**config.mk**
```make
export PLATFORM = sky130hd
export DESIGN_NAME = instruction_field_decoder
export DESIGN_NICKNAME = d
export VERILOG_FILES = /design/src/hw/field_decoder_pkg.sv /design/src/hw/instruction_field_decoder.sv
export SDC_FILE = /design/constraint.sdc
export NUM_CORES = 1
export LEC_CHECK = 0
export BUFFER_PORTS_ARGS = -buffer_cell sky130_fd_sc_hd__buf_2
export CORE_MARGIN = 1.5
export CORE_UTILIZATION = 55
export DETAILED_ROUTE_END_ITERATION = 6
export GPL_ROUTABILITY_DRIVEN = 0
export PLACE_DENSITY = 0.78
export SLEW_MARGIN = 20
export SYNTH_ARGS = -nofsm -noshare
export SYNTH_HDL_FRONTEND = slang
export SYNTH_SLANG_ARGS = --single-unit
```
**constraint.sdc**
```tcl
create_clock -name I_MCLK -period 6.07 [get_ports I_MCLK]
set_clock_uncertainty 0.2 [all_clocks]
set_input_delay 0.607 -clock I_MCLK [delete_from_list [all_inputs] [get_ports I_MCLK]]
set_output_delay 0.607 -clock I_MCLK [all_outputs]
set_load 0.005 [all_outputs]
```
**src/hw/field_decoder_pkg.sv**
```systemverilog
// Shared constants and types of the instruction field decoder
package field_decoder_pkg;

  // ----------------------------------------------------------------
  // Register map and reset values
  // ----------------------------------------------------------------
  localparam logic [7:0]  ADDR_BANK      = 8'h00;
  localparam logic [7:0]  ADDR_ACCUM     = 8'h04;
  localparam logic [7:0]  ADDR_TABLE_PTR = 8'h08;
  localparam logic [7:0]  ADDR_TABLE_LAT = 8'h0c;
  localparam logic [7:0]  ADDR_PRODUCT   = 8'h10;
  localparam logic [7:0]  ADDR_FLAGS     = 8'h14;
  localparam logic [7:0]  ADDR_DECODE    = 8'h18;
  localparam logic [3:0]  RST_BANK       = 4'h0;
  localparam logic [7:0]  RST_ACCUM      = 8'h00;
  localparam logic [20:0] RST_TABLE_PTR  = 21'h000000;

  // ----------------------------------------------------------------
  // Field positions and bank mapping
  // ----------------------------------------------------------------
  localparam int          POS_DEST      = 9;
  localparam int          POS_ACCESS    = 8;
  localparam int          POS_CALL_FAST = 8;
  localparam int          POS_RET_FAST  = 0;
  localparam int          POS_TBL_WRITE = 2;
  localparam logic [3:0]  ACCESS_LO     = 4'h0;
  localparam logic [3:0]  ACCESS_HI     = 4'hf;
  localparam logic [7:0]  ACCESS_SPLIT  = 8'h60;

  // ----------------------------------------------------------------
  // Opcode patterns, compared on the defined bits only
  // ----------------------------------------------------------------
  localparam logic [3:0]  OP4_CONT     = 4'hf;
  localparam logic [3:0]  OP4_MOVE     = 4'hc;
  localparam logic [3:0]  OP4_BYTE_LO  = 4'h1;
  localparam logic [3:0]  OP4_BYTE_HI  = 4'h5;
  localparam logic [3:0]  OP4_BIT_LO   = 4'h7;
  localparam logic [3:0]  OP4_BIT_HI   = 4'hb;
  localparam logic [5:0]  OP6_DEC      = 6'h01;
  localparam logic [6:0]  OP7_MUL      = 7'h01;
  localparam logic [7:0]  OP8_LIT      = 8'h0e;
  localparam logic [4:0]  OP5_BRA      = 5'h1a;
  localparam logic [4:0]  OP5_BCOND    = 5'h1c;
  localparam logic [6:0]  OP7_CALL     = 7'h76;
  localparam logic [7:0]  OP8_GOTO     = 8'hef;
  localparam logic [14:0] OP15_RET     = 15'h0009;
  localparam logic [12:0] OP13_TABLE   = 13'h0001;
  localparam logic [1:0]  TBL_NONE     = 2'h0;
  localparam logic [1:0]  TBL_POST_INC = 2'h1;
  localparam logic [1:0]  TBL_POST_DEC = 2'h2;
  localparam logic [1:0]  TBL_PRE_INC  = 2'h3;

  // ----------------------------------------------------------------
  // Types
  // ----------------------------------------------------------------
  typedef enum logic [3:0] {PH_Q1 = 4'b0001, PH_Q2 = 4'b0010, PH_Q3 = 4'b0100, PH_Q4 = 4'b1000} phase_t;
  typedef enum logic [2:0] {PEND_NONE = 3'b001, PEND_MOVE = 3'b010, PEND_JUMP = 3'b100} pend_t;

  typedef struct packed {
    logic c;
    logic dc;
    logic z;
    logic ov;
    logic n;
  } flags_t;

  typedef struct packed {
    logic        valid;
    logic        nop;
    logic        byte_op;
    logic        dest_file;
    logic        bit_op;
    logic [2:0]  bit_pos;
    logic [11:0] file_addr;
    logic        lit_op;
    logic [7:0]  literal;
    logic        mul_op;
    logic        move_op;
    logic [11:0] move_src;
    logic [11:0] move_dst;
    logic        jump;
    logic        cond;
    logic [20:0] target;
    logic        fast_save;
    logic        fast_restore;
    logic        tbl_rd;
    logic        tbl_wr;
    logic [1:0]  tbl_mode;
    logic [20:0] tbl_addr;
  } dec_t;

  typedef struct packed {
    phase_t      phase;
    pend_t       pend;
    logic [11:0] pend_src;
    logic [7:0]  pend_lo;
    logic        pend_call;
    logic        pend_fast;
    logic [3:0]  bank;
    logic [7:0]  accum;
    logic [20:0] table_ptr;
    logic [7:0]  tbllat;
    logic [7:0]  prod_hi;
    logic [7:0]  prod_lo;
    flags_t      flags;
    dec_t        dec;
    logic [31:0] rdata;
  } state_t;

endpackage

```
**src/hw/instruction_field_decoder.sv**
```systemverilog
// Operand field decoder of the 8-bit core with its working registers
//
// Strobed register access and the placing of the registers were left to the implementer.
`timescale 1ns/1ps

module instruction_field_decoder (
  input  wire logic                        I_MCLK,
  input  wire logic                        I_NRST,
  input  wire logic [15:0]                 I_INSTR,
  input  wire logic [20:0]                 I_PC,
  input  wire logic [7:0]                  I_FILE_DATA,
  input  wire logic [7:0]                  I_ALU_RESULT,
  input  wire field_decoder_pkg::flags_t   I_ALU_FLAGS,
  input  wire logic                        I_FLAG_UPDATE,
  input  wire logic                        I_COND_TRUE,
  input  wire logic [7:0]                  I_PM_DATA,
  input  wire logic [7:0]                  I_ADDR,
  input  wire logic [31:0]                 I_WDATA,
  input  wire logic                        I_WR,
  input  wire logic                        I_RD,
  output logic [31:0]                      O_RDATA,
  output field_decoder_pkg::dec_t          O_DEC,
  output field_decoder_pkg::phase_t        O_PHASE,
  output logic [7:0]                       O_ACCUM,
  output logic [20:0]                      O_TABLE_PTR,
  output logic [7:0]                       O_TABLE_LATCH,
  output logic [15:0]                      O_PRODUCT,
  output field_decoder_pkg::flags_t        O_FLAGS
);

  // ----------------------------------------------------------------
  // Helpers
  // ----------------------------------------------------------------
  function automatic logic [11:0] operand_addr(input logic banked, input logic [7:0] f, input logic [3:0] bank);
    if (banked)
      return {bank, f};
    return (f < field_decoder_pkg::ACCESS_SPLIT) ? {field_decoder_pkg::ACCESS_LO, f}
                                                 : {field_decoder_pkg::ACCESS_HI, f};
  endfunction

  // Target is the word after the branch plus twice the signed word offset
  function automatic logic [20:0] rel_target(input logic [20:0] pc, input logic [10:0] off);
    return pc + 21'h000002 + {{9{off[10]}}, off, 1'b0};
  endfunction

  field_decoder_pkg::state_t s_q;
  field_decoder_pkg::state_t s_d;
  field_decoder_pkg::dec_t   nd;
  logic [20:0]               tp;
  logic                      flush;
  logic [3:0]                top4;

  assign top4 = I_INSTR[15:12];

  // ----------------------------------------------------------------
  // Next state
  // ----------------------------------------------------------------
  always_comb begin
    s_d       = s_q;
    s_d.rdata = '0;
    nd        = '0;
    tp        = s_q.table_ptr;
    flush     = 1'b0;

    unique case (s_q.phase)
      field_decoder_pkg::PH_Q1: s_d.phase = field_decoder_pkg::PH_Q2;
      field_decoder_pkg::PH_Q2: s_d.phase = field_decoder_pkg::PH_Q3;
      field_decoder_pkg::PH_Q3: s_d.phase = field_decoder_pkg::PH_Q4;
      field_decoder_pkg::PH_Q4: s_d.phase = field_decoder_pkg::PH_Q1;
    endcase

    if (s_q.phase == field_decoder_pkg::PH_Q4) begin
      // Commit the instruction held during this cycle
      if (s_q.dec.byte_op && !s_q.dec.dest_file)
        s_d.accum = I_ALU_RESULT;
      if (s_q.dec.lit_op)
        s_d.accum = s_q.dec.literal;
      if (s_q.dec.mul_op)
        {s_d.prod_hi, s_d.prod_lo} = 16'(s_q.accum) * 16'(I_FILE_DATA);
      if (I_FLAG_UPDATE)
        s_d.flags = I_ALU_FLAGS;
      if (s_q.dec.tbl_rd)
        s_d.tbllat = I_PM_DATA;
      if (s_q.dec.tbl_rd || s_q.dec.tbl_wr) begin
        unique case (s_q.dec.tbl_mode)
          field_decoder_pkg::TBL_NONE:     tp = s_q.table_ptr;
          field_decoder_pkg::TBL_POST_INC: tp = s_q.table_ptr + 21'h000001;
          field_decoder_pkg::TBL_POST_DEC: tp = s_q.table_ptr - 21'h000001;
          field_decoder_pkg::TBL_PRE_INC:  tp = s_q.table_ptr + 21'h000001;
        endcase
      end
      s_d.table_ptr = tp;
      flush = s_q.dec.jump || I_COND_TRUE;

      // Decode the word for the next cycle; only defined bits are compared
      nd.valid = 1'b1;
      if (flush) begin
        nd.nop   = 1'b1;
        s_d.pend = field_decoder_pkg::PEND_NONE;
      end else if (s_q.pend == field_decoder_pkg::PEND_MOVE && top4 == field_decoder_pkg::OP4_CONT) begin
        nd.move_op  = 1'b1;
        nd.move_src = s_q.pend_src;
        nd.move_dst = I_INSTR[11:0];
        s_d.pend    = field_decoder_pkg::PEND_NONE;
      end else if (s_q.pend == field_decoder_pkg::PEND_JUMP && top4 == field_decoder_pkg::OP4_CONT) begin
        nd.jump      = 1'b1;
        nd.target    = {I_INSTR[11:0], s_q.pend_lo, 1'b0};
        nd.fast_save = s_q.pend_call && s_q.pend_fast;
        s_d.pend     = field_decoder_pkg::PEND_NONE;
      end else begin
        // A stray continuation word or broken pair is dropped here
        s_d.pend = field_decoder_pkg::PEND_NONE;
        if (top4 == field_decoder_pkg::OP4_CONT) begin
          nd.nop = 1'b1;
        end else if ((top4 >= field_decoder_pkg::OP4_BYTE_LO && top4 <= field_decoder_pkg::OP4_BYTE_HI)
                     || I_INSTR[15:10] == field_decoder_pkg::OP6_DEC) begin
          nd.byte_op   = 1'b1;
          nd.dest_file = I_INSTR[field_decoder_pkg::POS_DEST];
          nd.file_addr = operand_addr(I_INSTR[field_decoder_pkg::POS_ACCESS], I_INSTR[7:0], s_q.bank);
        end else if (I_INSTR[15:9] == field_decoder_pkg::OP7_MUL) begin
          nd.mul_op    = 1'b1;
          nd.file_addr = operand_addr(I_INSTR[field_decoder_pkg::POS_ACCESS], I_INSTR[7:0], s_q.bank);
        end else if (top4 >= field_decoder_pkg::OP4_BIT_LO && top4 <= field_decoder_pkg::OP4_BIT_HI) begin
          nd.bit_op    = 1'b1;
          nd.bit_pos   = I_INSTR[11:9];
          nd.file_addr = operand_addr(I_INSTR[field_decoder_pkg::POS_ACCESS], I_INSTR[7:0], s_q.bank);
        end else if (I_INSTR[15:8] == field_decoder_pkg::OP8_LIT) begin
          nd.lit_op  = 1'b1;
          nd.literal = I_INSTR[7:0];
        end else if (top4 == field_decoder_pkg::OP4_MOVE) begin
          s_d.pend     = field_decoder_pkg::PEND_MOVE;
          s_d.pend_src = I_INSTR[11:0];
        end else if (I_INSTR[15:11] == field_decoder_pkg::OP5_BRA) begin
          nd.jump   = 1'b1;
          nd.target = rel_target(I_PC, I_INSTR[10:0]);
        end else if (I_INSTR[15:11] == field_decoder_pkg::OP5_BCOND) begin
          nd.cond   = 1'b1;
          nd.target = rel_target(I_PC, {{3{I_INSTR[7]}}, I_INSTR[7:0]});
        end else if (I_INSTR[15:9] == field_decoder_pkg::OP7_CALL || I_INSTR[15:8] == field_decoder_pkg::OP8_GOTO) begin
          s_d.pend      = field_decoder_pkg::PEND_JUMP;
          s_d.pend_lo   = I_INSTR[7:0];
          s_d.pend_call = (I_INSTR[15:9] == field_decoder_pkg::OP7_CALL);
          s_d.pend_fast = I_INSTR[field_decoder_pkg::POS_CALL_FAST];
        end else if (I_INSTR[15:1] == field_decoder_pkg::OP15_RET) begin
          nd.jump         = 1'b1;
          nd.fast_restore = I_INSTR[field_decoder_pkg::POS_RET_FAST];
        end else if (I_INSTR[15:3] == field_decoder_pkg::OP13_TABLE) begin
          nd.tbl_wr   = I_INSTR[field_decoder_pkg::POS_TBL_WRITE];
          nd.tbl_rd   = !I_INSTR[field_decoder_pkg::POS_TBL_WRITE];
          nd.tbl_mode = I_INSTR[1:0];
          nd.tbl_addr = (I_INSTR[1:0] == field_decoder_pkg::TBL_PRE_INC) ? tp + 21'h000001 : tp;
        end
      end
      s_d.dec = nd;
    end

    // Bus write lands after the commit, so software wins a same-edge clash
    if (I_WR) begin
      unique case (I_ADDR)
        field_decoder_pkg::ADDR_BANK:      s_d.bank   = I_WDATA[3:0];
        field_decoder_pkg::ADDR_ACCUM:     s_d.accum  = I_WDATA[7:0];
        field_decoder_pkg::ADDR_TABLE_PTR: s_d.table_ptr = I_WDATA[20:0];
        field_decoder_pkg::ADDR_TABLE_LAT: s_d.tbllat = I_WDATA[7:0];
        default: ;
      endcase
    end
    if (I_RD) begin
      unique case (I_ADDR)
        field_decoder_pkg::ADDR_BANK:      s_d.rdata = {28'h0000000, s_q.bank};
        field_decoder_pkg::ADDR_ACCUM:     s_d.rdata = {24'h000000, s_q.accum};
        field_decoder_pkg::ADDR_TABLE_PTR: s_d.rdata = {11'h000, s_q.table_ptr};
        field_decoder_pkg::ADDR_TABLE_LAT: s_d.rdata = {24'h000000, s_q.tbllat};
        field_decoder_pkg::ADDR_PRODUCT:   s_d.rdata = {16'h0000, s_q.prod_hi, s_q.prod_lo};
        field_decoder_pkg::ADDR_FLAGS:     s_d.rdata = {27'h0000000, s_q.flags};
        // Status word is 25 bits wide, so seven more zero bits pad it
        field_decoder_pkg::ADDR_DECODE:    s_d.rdata = {7'h00, s_q.pend, s_q.phase, s_q.dec.valid, s_q.dec.nop,
                                                        s_q.dec.dest_file, s_q.dec.bit_pos, s_q.dec.file_addr};
        default:                           s_d.rdata = '0;
      endcase
    end
  end

  // ----------------------------------------------------------------
  // State register
  // ----------------------------------------------------------------
  always_ff @(posedge I_MCLK or negedge I_NRST) begin
    if (!I_NRST) begin
      s_q <= '{phase: field_decoder_pkg::PH_Q1, pend: field_decoder_pkg::PEND_NONE,
               bank: field_decoder_pkg::RST_BANK, accum: field_decoder_pkg::RST_ACCUM,
               table_ptr: field_decoder_pkg::RST_TABLE_PTR, default: '0};
    end else begin
      s_q <= s_d;
    end
  end

  assign O_RDATA       = s_q.rdata;
  assign O_DEC         = s_q.dec;
  assign O_PHASE       = s_q.phase;
  assign O_ACCUM       = s_q.accum;
  assign O_TABLE_PTR   = s_q.table_ptr;
  assign O_TABLE_LATCH = s_q.tbllat;
  assign O_PRODUCT     = {s_q.prod_hi, s_q.prod_lo};
  assign O_FLAGS       = s_q.flags;

  logic decode_edge;
  logic acc_wr;
  assign decode_edge = (s_q.phase == field_decoder_pkg::PH_Q4) && !s_q.dec.jump && !I_COND_TRUE
                       && s_q.pend == field_decoder_pkg::PEND_NONE;
  assign acc_wr      = I_WR && I_ADDR == field_decoder_pkg::ADDR_ACCUM;
endmodule // instruction_field_decoder

```
==> impl_metrics.py <==
metrics = {
    "status": {
        "status": "finished clean",
    },
    "placement": {
        "dpl.hpwl_mm": 34.1,
        "io_buffer_count": 292,
    },
    "sta": {
        "whs_ns": 0.0805,
        "period_minus_slack_ns": 5.23,
        "setup_tns_ns": 0,
        "slew_headroom_pct": 29.7,
        "final_max_slew_viol_count": 0,
        "fmax_mhz": 191,
        "worst_pin_slew_ns": 1.05,
        "rsz0062_at_grt": "no",
        "setup_violations": 0,
        "fin_crit_sh_pct": 86.2,
        "hold_viol_final": 0,
    },
    "cts": {
        "clk_pin_slew_ns": 0.06,
        "clock_sinks": 221,
        "clockBufferDepth": 3,
        "holdBufCountCts": 1,
        "cts_root_buf": "clkbuf_16",
        "htreeDepth": 1,
        "numCtsBuffers": 25,
        "ctsResizeCount": 0,
        "clk_latency_ns": 0.53,
        "cts_setup_buffers": 0,
        "cts_tree": "yes",
    },
    "worst_hold_path": {
        "hold_class": "input pin to register",
    },
    "finish": {
        "area_delta_synth_final_pct": 6.56,
        "mostFrequentLayoutCells": "buf_2, dfrtp_1, nand2_1",
        "layout.cells.most_common": "buf_2",
        "fin_nets": 2057,
        "final_layout_size_suffix_gt1_share_pct": 22.9,
    },
    "logic_synthesis": {
        "yosysWarnings": 0,
        "async_flop_share_pct": 100,
        "yosys-top-cells-area": "dfrtp_1, buf_4, ha_1",
        "synthDistinctLibCells": 79,
        "synthFlopType": "dfrtp_1",
        "synth_top_area_share_pct": 33.8,
        "ys_seq_area_share_pct": 34.1,
        "synth_area_sq_mm": 0.0162,
        "synth_seq_cells": 221,
        "avgSynthCellArea_sq_um": 9.21,
        "synthesis.instances": 1762,
        "synth_top_area_cell": "dfrtp_1",
        "synth_edf_count": 0,
    },
    "floorplanning": {
        "fp.dieW_um": 175,
        "die_h_um": 175,
        "io-pin-count": 311,
        "core_sq_mm": 0.0289,
        "start_util_pct": 56.2,
        "dieArea_sq_mm": 0.0305,
        "rows": 62,
    },
    "job": {
        "maxCapViolations": 0,
    },
    "power_and_ir_drop": {
        "p_per_area_mw_per_mm2": 288,
        "leakagePower_nw": 8.40,
        "irDropWorstVdd_v": 0.000312,
    },
    "global_routing": {
        "grt_pass1_wl_mm": 70.3,
        "grt_pass1_vias": 12600,
        "track_usage_pct": 29.5,
        "grt_max_degree": 125,
        "antenna_found_initial": 4,
        "grt-ovfl-total": 0,
    },
    "detailed_routing": {
        "first_iter_violations": 1101,
        "antenna_left": 0,
        "route.detailed.drc": 0,
        "drt-total-wl_mm": 46.5,
        "vias": 13300,
        "via_per_inst": 5.99,
        "wl_per_cell_um": 20.9,
        "drt-pass1-iter-count": 6,
    },
    "critical_path": {
        "worstPathRequired_ns": 6.25,
        "cp-start-kind": "register",
        "crit_type": "register to register",
        "cp_max_fo": 11,
        "arrival_ns": 5.41,
        "crit_path_end_kind": "register",
    },
}
[Yosys cell counts (7+ instances only)]
| library cell | number |
|---|---|
| ha_1 | 87 |
| clkbuf_1 | 72 |
| nand3_1 | 27 |
| a21o_1 | 27 |
| nand2b_1 | 14 |
| o21a_1 | 7 |
| a22oi_1 | 41 |
| nor4b_1 | 7 |
| buf_4 | 201 |
| and3_1 | 16 |
| o21ai_0 | 113 |
| a222oi_1 | 8 |
| dfrtp_1 | 219 |
| nand4_1 | 9 |
| a21oi_1 | 69 |
| a211oi_1 | 10 |
| and2_1 | 37 |
| nor3_1 | 31 |
| fa_1 | 38 |
| nand2_1 | 192 |
| mux2_2 | 52 |
| nor2_1 | 100 |
| xnor2_1 | 59 |
| or3_1 | 10 |
| nor2b_1 | 12 |
| o21ai_1 | 8 |
| mux2i_1 | 25 |
| xor2_1 | 30 |
| a31oi_1 | 10 |
| a22o_1 | 54 |
| inv_1 | 69 |
[area by class of cell]
cell class                 count  area (sq um)
inverter                      70           263
fill                        2499         11600
antenna                        3          7.51
sequential                   221          5530
multi-input combinational   1197          8640
clock inverter                 8          73.8
clock buffer                  37           701
tap                          384           480
timing repair buffer         305          1580
[sequential cells by signal, summed over array words and instances, names as in the netlist]
register / flops
O_ACCUM: 8
O_DEC: 105
O_FLAGS: 5
O_PHASE: 4
O_PRODUCT: 16
O_RDATA: 25
O_TABLE_LATCH: 8
O_TABLE_PTR: 21
s_q: 29
[routing by layer]
layer,wire length (um),vias up,GRT usage [%]
met5,13,-,0
met4,2280,2,13.5
met3,3910,139,4.98
met2,21300,665,47.6
met1,19000,6427,39.0
li1,-,6085,-
[worst max-delay path, cell delays in order, from the launching register on]
cell      delay [ns]
dfrtp_1         0.62
nand2_1         0.16
fa_1            0.53
fa_1            0.55
inv_1           0.06
fa_1            0.51
inv_1           0.06
fa_1            0.48
inv_1           0.05
ha_1            0.31
a21boi_0        0.16
o21ai_0         0.25
a21boi_0        0.16
o21ai_0         0.24
a21oi_1         0.13
o41ai_1         0.34
xnor2_1         0.18
o21ai_0         0.09
[report_power, final]
part | leakage, nW | internal (mW) | switching (mW)
sequential | 2.90 | 1.53 | 0.103
clock | 0.374 | 0.840 | 0.611
combinational | 5.13 | 0.796 | 1.09
[metrics by stage]
step / cell area, sq um / power [mW] / std cells / utilization (%) / setup WS [ns]
finish: 17300 / 4.97 / 2225 / 59.9 / 0.836
global route: 17300 / 5.26 / 2224 / 59.9 / 0.534
CTS: 17300 / 4.96 / 2222 / 59.9 / 0.890
detailed placement: 16500 / 3.49 / 2176 / 57.1 / 0.797
global placement: 16500 / 3.40 / 2176 / 57.1 / 0.961
floorplan: 16200 / 2.98 / 1768 / - / 1.41
[cells by family after synthesis]
group	synth area share (%)
AO/OA/AOI/OAI	17.1
multiplexers	5.24
flip-flops	34.1
AND/OR/NAND/NOR	14.2
adder cells (fa/ha/maj)	11.4
XOR/XNOR	5.04
buffers and inverters	12.9
other	0.0231
[path summary, 6_finish.rpt]
check	startpoint	end	slack (ns)	depth (start not counted)
max reg2reg	O_ACCUM[5]$_DFF_PN0_	O_PRODUCT[15]$_DFFE_PN0P_	0.84	17
min	I_WDATA[14]	O_TABLE_PTR[14]$_DFF_PN0_	0.08	3
min in group asynchronous	I_NRST	O_DEC[18]$_DFFE_PN0P_	0.49	2
max in group asynchronous	I_NRST	O_DEC[40]$_DFFE_PN0P_	4.07	3
min reg2reg	O_DEC[5]$_DFFE_PN0P_	O_DEC[5]$_DFFE_PN0P_	0.28	2
max	O_ACCUM[5]$_DFF_PN0_	O_PRODUCT[15]$_DFFE_PN0P_	0.84	17
No activity file was read; power rests on OpenSTA's default activity.
